[config.mk]
export PLATFORM = sky130hd
export DESIGN_NAME = tta_alert_top
export DESIGN_NICKNAME = d
export VERILOG_FILES = /design/src/hw/tta_pkg.sv /design/src/hw/tta_tmr_if.sv /design/src/hw/tta_alert_top.sv /design/src/hw/tta_sync_filt.sv /design/src/hw/tta_timer.sv
export SDC_FILE = /design/constraint.sdc
export NUM_CORES = 1
export LEC_CHECK = 0
export BUFFER_PORTS_ARGS = -buffer_cell sky130_fd_sc_hd__clkbuf_2
export CAP_MARGIN = 20
export CORE_MARGIN = 3
export CORE_UTILIZATION = 45
export DETAILED_ROUTE_END_ITERATION = 8
export PLACE_DENSITY_LB_ADDON = 0.05
export SLEW_MARGIN = 20
export SYNTH_ARGS = -nofsm -noshare
export SYNTH_HDL_FRONTEND = slang
export SYNTH_SLANG_ARGS = --single-unit
[constraint.sdc]
create_clock -name mclk -period 7.5 [get_ports mclk]
set_clock_uncertainty 0.2 [all_clocks]
set_input_delay 0.75 -clock mclk [delete_from_list [all_inputs] [get_ports mclk]]
set_output_delay 0.75 -clock mclk [all_outputs]
set_load 0.005 [all_outputs]
[src/hw/tta_pkg.sv]
// constants for the overheat assertion timer and alert block
// assumes a 25 MHz core clock and a byte-wide register port
package tta_pkg;
	// register offsets
	localparam logic [7:0] TTA_OFF_STATUS_ONE = 8'h41;
	localparam logic [7:0] TTA_OFF_STATUS_TWO = 8'h42;
	localparam logic [7:0] TTA_OFF_MASK_TWO = 8'h75;
	localparam logic [7:0] TTA_OFF_CONFIG_THREE = 8'h78;
	localparam logic [7:0] TTA_OFF_TIMER = 8'h79;
	localparam logic [7:0] TTA_OFF_LIMIT = 8'h7a;
	localparam logic [7:0] TTA_OFF_CONFIG_FOUR = 8'h7d;

	// reset values
	localparam logic [7:0] TTA_RST_MASK_TWO = 8'h00;
	localparam logic [7:0] TTA_RST_CONFIG_THREE = 8'h00;
	localparam logic [7:0] TTA_RST_LIMIT = 8'h00;
	localparam logic [7:0] TTA_RST_CONFIG_FOUR = 8'h00;

	// config three fields
	localparam int TTA_C3_ALERT_EN = 0;
	localparam int TTA_C3_TIMER_EN = 1;
	localparam int TTA_C3_FULL_SPEED = 2;

	// status two / mask two fields
	localparam int TTA_ST_DIODE_TWO = 7;
	localparam int TTA_ST_DIODE_ONE = 6;
	localparam int TTA_ST_SPEED_FOUR = 5;
	localparam int TTA_ST_SPEED_THREE = 4;
	localparam int TTA_ST_SPEED_TWO = 3;
	localparam int TTA_ST_SPEED_ONE = 2;
	localparam int TTA_ST_OVERTEMP = 1;
	localparam int TTA_ST1_OUT_OF_LIMIT = 7;

	// shared pin roles, config four bits 1:0
	typedef enum logic [1:0] {
		TTA_ROLE_SPEED_IN = 2'b00,
		TTA_ROLE_OVERHEAT = 2'b01,
		TTA_ROLE_ALERT = 2'b10,
		TTA_ROLE_GPIO = 2'b11
	} tta_role_e;

	// timing
	localparam int TTA_CLK_PERIOD_NS = 40;
	localparam int TTA_TICK_US = 22760;
	localparam int TTA_TICK_CYCLES = TTA_TICK_US * 1000 / TTA_CLK_PERIOD_NS;
	localparam int TTA_SUB_W = 20;
	localparam int TTA_FILT_LEN = 3;
	localparam logic [7:0] TTA_TIMER_FULL = 8'hff;
endpackage : tta_pkg

[src/hw/tta_tmr_if.sv]
// signals between the alert logic and the assertion accumulator
// assumes both ends on the same core clock
`timescale 1ns/1ps
interface tta_tmr_if;
	logic active;
	logic rd_clr;
	logic [7:0] value;
	modport ctrl (output active, output rd_clr, input value);
	modport tmr (input active, input rd_clr, output value);
endinterface : tta_tmr_if

[src/hw/tta_alert_top.sv]
// overheat assertion timer, limit flag, alert masking and pin roles
// assumes a byte register port from the serial bus engine, one core clock,
// fault sources and fan state on the same clock
//
// Behaviour
// - mask two bits gate per-source alerts
// - bit five masks speed four or timer
// - config three bit zero enables alert pin
// - config four selects shared pin role
// - timer needs enable bit and role
// - full-speed bit forces fans while asserted, in overheat pin role only
// - only fans already running get forced
// - count while asserted, hold otherwise
// - timer saturates until read
// - first assertion sets bit zero
// - timer read clears the count
// - read while asserted restarts at one
// - limit zero re-flags after read
// - timer above limit sets flag, alerts
// - mask blocks alert, not flag
// - limit zero first assertion, one 45ms
// - eight-bit limit up to 5.8 s
// - timer read clears limit flag
// - status bits sticky until read absent
// - bit five speed four or timer
// - alert low until status read
`timescale 1ns/1ps
module tta_alert_top #(
	parameter int TICK_CYCLES = tta_pkg::TTA_TICK_CYCLES
) (
	input wire logic mclk,
	input wire logic rstn,
	input wire logic overheat_pin_n,
	input wire logic [7:0] reg_addr,
	input wire logic [7:0] reg_wdata,
	input wire logic reg_wr,
	input wire logic reg_rd,
	output logic [7:0] reg_rdata,
	input wire logic diode_two_fault,
	input wire logic diode_one_fault,
	input wire logic [3:0] speed_fault,
	input wire logic overtemp_event,
	input wire logic [2:0] fan_manual_mode,
	input wire logic [23:0] fan_duty,
	input wire logic [2:0] fan_above_tmin,
	output logic [2:0] fan_full_speed,
	output logic smbalert_n,
	output logic alert_pin5_out,
	output logic alert_pin5_oe_n,
	output logic shared_pin_out,
	output logic shared_pin_oe_n,
	output logic timer_active
);
	import tta_pkg::*;

	// registers
	logic [7:0] mask_two_q;
	logic [7:0] config_three_q;
	logic [7:0] limit_q;
	logic [7:0] config_four_q;
	logic [7:0] status_two_q;
	logic [7:0] status_two_d;
	logic [7:0] rdata_q;
	logic [2:0] full_speed_q;
	logic alert_n_q;
	logic pin5_oe_n_q;
	logic shared_oe_n_q;
	logic timer_active_q;

	tta_tmr_if tif ();

	// overheat pin conditioning
	logic pin_asserted;

	tta_sync_filt u_filt (
		.mclk(mclk),
		.rstn(rstn),
		.pin_n(overheat_pin_n),
		.asserted(pin_asserted)
	);

	tta_timer #(
		.TICK_CYCLES(TICK_CYCLES)
	) u_timer (
		.mclk(mclk),
		.rstn(rstn),
		.tif(tif)
	);

	// address decode
	wire hit_status_one = (reg_addr == TTA_OFF_STATUS_ONE);
	wire hit_status_two = (reg_addr == TTA_OFF_STATUS_TWO);
	wire hit_mask_two = (reg_addr == TTA_OFF_MASK_TWO);
	wire hit_config_three = (reg_addr == TTA_OFF_CONFIG_THREE);
	wire hit_timer = (reg_addr == TTA_OFF_TIMER);
	wire hit_limit = (reg_addr == TTA_OFF_LIMIT);
	wire hit_config_four = (reg_addr == TTA_OFF_CONFIG_FOUR);
	wire rd_status_two = reg_rd && hit_status_two;
	wire rd_timer = reg_rd && hit_timer;

	wire [1:0] role = config_four_q[1:0];
	wire role_overheat = (role == TTA_ROLE_OVERHEAT);
	wire role_alert = (role == TTA_ROLE_ALERT);
	wire role_speed = (role == TTA_ROLE_SPEED_IN);

	wire timer_func = role_overheat && config_three_q[TTA_C3_TIMER_EN];
	wire pin_low = role_overheat && pin_asserted;

	// timer runs only when the function is on
	assign tif.active = timer_func && pin_asserted;
	assign tif.rd_clr = rd_timer;

	// limit zero trips at first assertion
	// limit ff never trips, since the timer saturates at ff
	// stale value in the read cycle is masked so the clear sticks
	wire timer_over = timer_func && !rd_timer && (tif.value > limit_q);

	wire speed_four_cond = role_speed && speed_fault[3];
	wire bit5_cond = timer_func ? timer_over : speed_four_cond;

	// live conditions per status bit
	wire [7:0] cond = {
		diode_two_fault,
		diode_one_fault,
		bit5_cond,
		speed_fault[2],
		speed_fault[1],
		speed_fault[0],
		overtemp_event,
		1'b0
	};

	wire [7:0] clr_by_status = rd_status_two ? ~cond : 8'h00;
	wire [7:0] clr_by_timer = (rd_timer && timer_func) ? 8'h20 : 8'h00;
	wire [7:0] clr_mask = clr_by_status | clr_by_timer;

	// limit zero sets again via cond
	always_comb begin
		status_two_d = (status_two_q & ~clr_mask) | cond;
		status_two_d[0] = 1'b0;
	end

	wire [7:0] unmasked = status_two_d & ~mask_two_q;
	wire alert_any = |unmasked;

	wire pin5_drive = config_three_q[TTA_C3_ALERT_EN] && alert_any;
	wire shared_drive = role_alert && alert_any;

	logic [2:0] fan_running;
	genvar gi;
	generate
		for (gi = 0; gi < 3; gi++) begin : g_fan
			wire duty_nonzero = (fan_duty[gi*8 +: 8] != 8'h00);
			assign fan_running[gi] = fan_manual_mode[gi] ? duty_nonzero : fan_above_tmin[gi];
		end
	endgenerate

	wire [2:0] full_speed_d = (config_three_q[TTA_C3_FULL_SPEED] && pin_low) ?
		fan_running : 3'b000;

	// status one shows only the summary bit here
	wire [7:0] status_one_view = {|status_two_q, 7'h00};

	wire [7:0] rdata_d =
		hit_status_one ? status_one_view :
		hit_status_two ? status_two_q :
		hit_mask_two ? mask_two_q :
		hit_config_three ? config_three_q :
		hit_timer ? tif.value :
		hit_limit ? limit_q :
		hit_config_four ? config_four_q :
		8'h00;

	// software writable registers
	always_ff @(posedge mclk) begin
		if (!rstn) begin
			mask_two_q <= TTA_RST_MASK_TWO;
			config_three_q <= TTA_RST_CONFIG_THREE;
			limit_q <= TTA_RST_LIMIT;
			config_four_q <= TTA_RST_CONFIG_FOUR;
		end else if (reg_wr) begin
			if (hit_mask_two)
				mask_two_q <= reg_wdata;
			if (hit_config_three)
				config_three_q <= reg_wdata;
			if (hit_limit)
				limit_q <= reg_wdata;
			if (hit_config_four)
				config_four_q <= reg_wdata;
		end
	end

	// sticky status and read data
	always_ff @(posedge mclk) begin
		if (!rstn) begin
			status_two_q <= 8'h00;
			rdata_q <= 8'h00;
		end else begin
			status_two_q <= status_two_d;
			if (reg_rd)
				rdata_q <= rdata_d;
		end
	end

	// registered pin and fan outputs
	always_ff @(posedge mclk) begin
		if (!rstn) begin
			alert_n_q <= 1'b1;
			pin5_oe_n_q <= 1'b1;
			shared_oe_n_q <= 1'b1;
			full_speed_q <= 3'b000;
			timer_active_q <= 1'b0;
		end else begin
			alert_n_q <= ~alert_any;
			pin5_oe_n_q <= ~pin5_drive;
			shared_oe_n_q <= ~shared_drive;
			full_speed_q <= full_speed_d;
			timer_active_q <= tif.active;
		end
	end

	// open-drain pins only ever pull low
	assign reg_rdata = rdata_q;
	assign smbalert_n = alert_n_q;
	assign alert_pin5_out = 1'b0;
	assign alert_pin5_oe_n = pin5_oe_n_q;
	assign shared_pin_out = 1'b0;
	assign shared_pin_oe_n = shared_oe_n_q;
	assign fan_full_speed = full_speed_q;
	assign timer_active = timer_active_q;
endmodule : tta_alert_top

[src/hw/tta_sync_filt.sv]
// two-stage synchroniser and agreement filter for the overheat pin
// assumes an asynchronous active-low pin; output high means asserted
`timescale 1ns/1ps
module tta_sync_filt (
	input wire logic mclk,
	input wire logic rstn,
	input wire logic pin_n,
	output logic asserted
);
	import tta_pkg::*;

	logic meta_q;
	logic sync_q;
	logic [TTA_FILT_LEN-1:0] hist_q;
	logic asserted_q;
	wire all_low = (hist_q == '0);
	wire all_high = (hist_q == '1);

	always_ff @(posedge mclk) begin
		if (!rstn) begin
			meta_q <= 1'b1;
			sync_q <= 1'b1;
			hist_q <= '1;
			asserted_q <= 1'b0;
		end else begin
			meta_q <= pin_n;
			sync_q <= meta_q;
			hist_q <= {hist_q[TTA_FILT_LEN-2:0], sync_q};
			if (all_low)
				asserted_q <= 1'b1;
			else if (all_high)
				asserted_q <= 1'b0;
		end
	end

	assign asserted = asserted_q;
endmodule : tta_sync_filt

[src/hw/tta_timer.sv]
// saturating accumulator of overheat assertion time
// assumes active is a clean level on the core clock
`timescale 1ns/1ps
module tta_timer #(
	parameter int TICK_CYCLES = tta_pkg::TTA_TICK_CYCLES
) (
	input wire logic mclk,
	input wire logic rstn,
	tta_tmr_if.tmr tif
);
	import tta_pkg::*;

	localparam logic [TTA_SUB_W-1:0] SUB_LAST = TTA_SUB_W'(TICK_CYCLES - 1);

	logic [TTA_SUB_W-1:0] sub_q;
	logic [7:0] ticks_q;
	logic seen_q;
	wire tick_end = (sub_q == SUB_LAST);
	wire at_full = (ticks_q == TTA_TIMER_FULL);

	always_ff @(posedge mclk) begin
		if (!rstn) begin
			sub_q <= '0;
			ticks_q <= 8'h00;
			seen_q <= 1'b0;
		end else if (tif.rd_clr) begin
			sub_q <= '0;
			ticks_q <= 8'h00;
			seen_q <= tif.active;
		end else if (tif.active) begin
			seen_q <= 1'b1;
			sub_q <= tick_end ? '0 : sub_q + 1'b1;
			if (tick_end && !at_full)
				ticks_q <= ticks_q + 8'h01;
		end
	end

	assign tif.value = (ticks_q == 8'h00 && seen_q) ? 8'h01 : ticks_q;
endmodule : tta_timer

==> flow_summary_export.csv <==
group,metric,value,unit
placement,place.gp.congestion,0.868,
die,boundary_pin_count,75,
cts,cts_post_setup_buffers_inserted,0,
timing,finalHoldViolations,0,
timing,setup_viol,0,
placement,dpl_worst_slack,3.72,ns
drt,drt-wirelength-per-cell,16.6,um
critical_path,regToRegStartpoint,"u_timer.ticks_q[0]",
cts,cts_inserted_buffers,9,
yosys,ys_async_sr_fraction,0,
power,power.density,177,mW/mm2
power,switchingPower,0.000212,W
drt,dr.first_iter.drc_count,221,
critical_path,worst_case_register_to_register_setup_slack,4.37,ns
cts,tritoncts,"yes",
timing,minimum_clock_period_after_layout,3.13,ns
cts,clock_tree.buffer_depth,2,
cts,clock_tree.root_cell,"sky130_fd_sc_hd__clkbuf_8",
die,die_h,107,um
grt,grt_first_pass_wirelength,19.8,mm
die,die-width,107,um
placement,post-place-cells,719,
drt,dr.pass1.iters,5,
placement,post_dp_cell_area,0.00496,mm2
critical_path,worst_path_largest_cell_delay,0.59,ns
power,p_comb_frac,0.066,
outcome,run_status,"complete, no violations",
cells_and_area,areaGrowthSynthToFinish,13.9,%
drt,wirelength,12.2,mm
grt,grt_remaining_overflow,0,
yosys,yosys_register_bits,89,
cts,clock_slew_seen_by_the_registers_of_the_worst_setup_and_hold_paths,0.08,ns
power,sw_frac_of_total,0.230,
grt,grt_use_total,0.218,
yosys,synthesis.area,0.00456,mm2
critical_path,worstPathCellList,"inv_1 > ha_1 > nor4b_1 > a21oi_1 > ha_1 > nand4_1 > nor2_1 > a211oi_1 > a221oi_2 > o31ai_1 > nand4b_1",
grt,grt_antenna_before_repair,0,
cells_and_area,finish.instance_area,0.00519,mm2
die,fp.dieArea,0.0114,mm2
timing,period_share,0.418,
timing,worst_pin_slew,0.864,ns
cells_and_area,layout-drive-gt1-share,0.171,
timing,slew_violations,0,
min_path,hold_path_end,"u_filt.hist_q[0]",
min_path,worstHoldPathCells,1,
yosys,synth_flop_cell,"sky130_fd_sc_hd__dfxtp_1",
min_path,worst_hold_path_type,"reg2reg",
critical_path,crit_required,7.52,ns
power,p_int,0.000708,W
yosys,syn_area_per_cell,8.41,um2
cells_and_area,diodes,0,
grt,grt_max_degree,63,
die,core_footprint,0.00982,mm2
min_path,hp-start,"u_filt.sync_q",
cts,cts_resized,0,
power,total_power,0.000921,W
drt,detailroute.via_count,4181,
timing,grt_setup_unrepaired,"false",
drt,drt_drc_violations_left,0,
cts,clk-insertion-delay-late,0.37,ns
yosys,yosys_warnings,0,
critical_path,critPathCaptureType,"flop",
critical_path,cell_depth_of_the_worst_flop_to_flop_path,11,
drt,viasPerCell,5.69,
placement,hpwl,9.12,mm
power,power.sequential.fraction,0.522,
power,vdd.ir_drop.worst,0.0000833,V
timing,max_slew_margin,0.422,
yosys,synth_sequential_area_ratio,0.391,
critical_path,startpoint_type,"flop",
drt,antenna_violating_nets_post_route,0,
yosys,synth_cell_types,67,
cts,hold_buf_cts,0,
placement,placement.io_buffers,72,
power,leakagePower,1.97,nW
yosys,netlist_instances,542,
critical_path,worstReg2RegEnd,"shared_pin_oe_n",
die,starting_density,0.464,
timing,post-route-worst-setup-slack,4.37,ns
cts,clock-sinks,89,
timing,fmax,0.319,GHz
cells_and_area,design.final.nets,666,
cells_and_area,instances_no_fill,735,
job,max-cap-violations,0,
critical_path,crit_slowest_cell,"sky130_fd_sc_hd__o31ai_1",
grt,vias_in_the_first_global_route,3868,
cells_and_area,nFillCells,993,
die,rows,36,
critical_path,critPathKind,"reg2reg",
power,clockPowerShare,0.412,
critical_path,critical-path-top-cell-by-count,"sky130_fd_sc_hd__ha_1",
critical_path,peak_fanout_along_the_critical_path,3,
cts,cts.htree.levels,3,
critical_path,data_arrival_at_the_endpoint_of_the_critical_path,3.15,ns
yosys,number_of_flops_mapped_to_enable_cells_by_yosys,0,
timing,totalNegativeSetupSlack,0,ns
cell usage after synthesis, types with 3 or more instances:
cell type                  number  share of area
sky130_fd_sc_hd__dfxtp_1       89           0.39
sky130_fd_sc_hd__nand2_1       63          0.052
sky130_fd_sc_hd__nor2_1        50          0.041
sky130_fd_sc_hd__nand3_1       34          0.037
sky130_fd_sc_hd__a21oi_1       28          0.031
sky130_fd_sc_hd__a21boi_1      25          0.041
sky130_fd_sc_hd__clkbuf_1      23          0.019
sky130_fd_sc_hd__nor2b_1       20          0.027
sky130_fd_sc_hd__inv_1         14          0.012
sky130_fd_sc_hd__xor2_1        14          0.027
sky130_fd_sc_hd__nor4_1        13          0.018
sky130_fd_sc_hd__ha_1          11          0.030
sky130_fd_sc_hd__nand2b_1      11          0.015
sky130_fd_sc_hd__o211ai_1      10          0.016
sky130_fd_sc_hd__xnor2_1        9          0.017
sky130_fd_sc_hd__mux2i_1        8          0.018
sky130_fd_sc_hd__o21ai_1        8         0.0088
sky130_fd_sc_hd__o21ai_0        7         0.0077
sky130_fd_sc_hd__nand4_1        6         0.0082
sky130_fd_sc_hd__a221oi_1       5         0.0096
sky130_fd_sc_hd__a311oi_1       5         0.0096
sky130_fd_sc_hd__and2_1         5         0.0069
sky130_fd_sc_hd__and3_1         5         0.0069
sky130_fd_sc_hd__nor3_1         5         0.0055
sky130_fd_sc_hd__nor4b_1        5         0.0096
sky130_fd_sc_hd__a22oi_1        3         0.0049
sky130_fd_sc_hd__a32o_1         3         0.0066
sky130_fd_sc_hd__buf_2          3         0.0033
sky130_fd_sc_hd__nand4b_1       3         0.0058
sky130_fd_sc_hd__nor3b_1        3         0.0049
sky130_fd_sc_hd__nor4_2         3         0.0082
sky130_fd_sc_hd__o31ai_1        3         0.0049
sky130_fd_sc_hd__or2_1          3         0.0041
sky130_fd_sc_hd__or3_1          3         0.0041
worst max-delay path, delay by kind of cell (launching register included):
family	cells	cell delay [ns]
AOI/OAI and AO/OA	4	1.33
adders and majority gates	2	0.52
buffers and inverters	1	0.09
DFF	1	0.38
and+or+nand+nor	4	0.47
how the worst max path moves through the flow:
stage	startpoint	end	slack (ns)	depth (start not counted)
4_1_cts	reg_addr[0]	config_four_q[6]	4.10	7
3_5_place_dp	reg_addr[0]	config_four_q[6]	3.72	7
5_1_grt	u_timer.ticks_q[0]	shared_pin_oe_n	4.11	11
6_report	u_timer.ticks_q[0]	shared_pin_oe_n	4.37	11
2_1_floorplan	reg_addr[2]	shared_pin_oe_n	4.89	8
3_3_place_gp	reg_addr[0]	config_four_q[2]	3.84	7
state kept, by name (all words and copies together) (netlist names):
register / cells
u_timer.seen_q: 1
mask_two_q: 8
smbalert_n: 1
fan_full_speed: 3
config_four_q: 8
reg_rdata: 8
u_filt.sync_q: 1
timer_active: 1
alert_pin5_oe_n: 1
status_two_q: 7
u_filt.meta_q: 1
u_timer.sub_q: 20
u_timer.ticks_q: 8
limit_q: 8
u_filt.hist_q: 3
shared_pin_oe_n: 1
config_three_q: 8
u_filt.asserted: 1
placed cells by master (no fill, tap or decap), drive strengths merged, types with 17 or more instances in the layout:
cell    count
nand2      64
a21boi     26
dfxtp      89
nand3      35
clkbuf     84
nor2       51
a21oi      28
nor4       17
nor2b      20
area by class of cell:
type                    instances  area (um2)  share of cell area
well taps                     133         166              0.0321
inverters                      14        52.6              0.0101
clock buffers                  12         155              0.0299
clock inverters                 4        73.8              0.0142
flip-flops and latches         89        1780               0.343
repair buffers                 74         375              0.0723
multi-input cells             409        2590               0.498
cells by family after synthesis:
kind of cell | share of synthesized area
mux | 0.0176
other cells | 0.000823
buf+inv | 0.0428
fa+ha+maj | 0.0302
simple gates | 0.296
compound gates | 0.177
xor+xnor | 0.0442
flops | 0.391
metal layers:
layer  GRT usage  vias up  wire, um
met1       0.325     1986      6000
met2       0.321      139      5280
met3      0.0343       19       740
met5           0        -         0
li1            -     2037         -
met4      0.0685        0       200
through the flow:
step                      hold slack [ns]   util
after floorplan                     0.178      -
after global placement              0.194  0.505
after detailed placement            0.200  0.505
after CTS                           0.220  0.528
after global routing                0.229  0.529
final                               0.216  0.529
power by group through the flow:
stage | clock network [W] | registers [W] | logic, W
after floorplan | 0 | 0.000490 | 0.0000340
after global placement | 0 | 0.000491 | 0.0000593
after detailed placement | 0 | 0.000491 | 0.0000604
after CTS | 0.000387 | 0.000480 | 0.0000605
after global routing | 0.000407 | 0.000481 | 0.0000672
final | 0.000379 | 0.000481 | 0.0000608
Power figures use the tool's default switching activity.
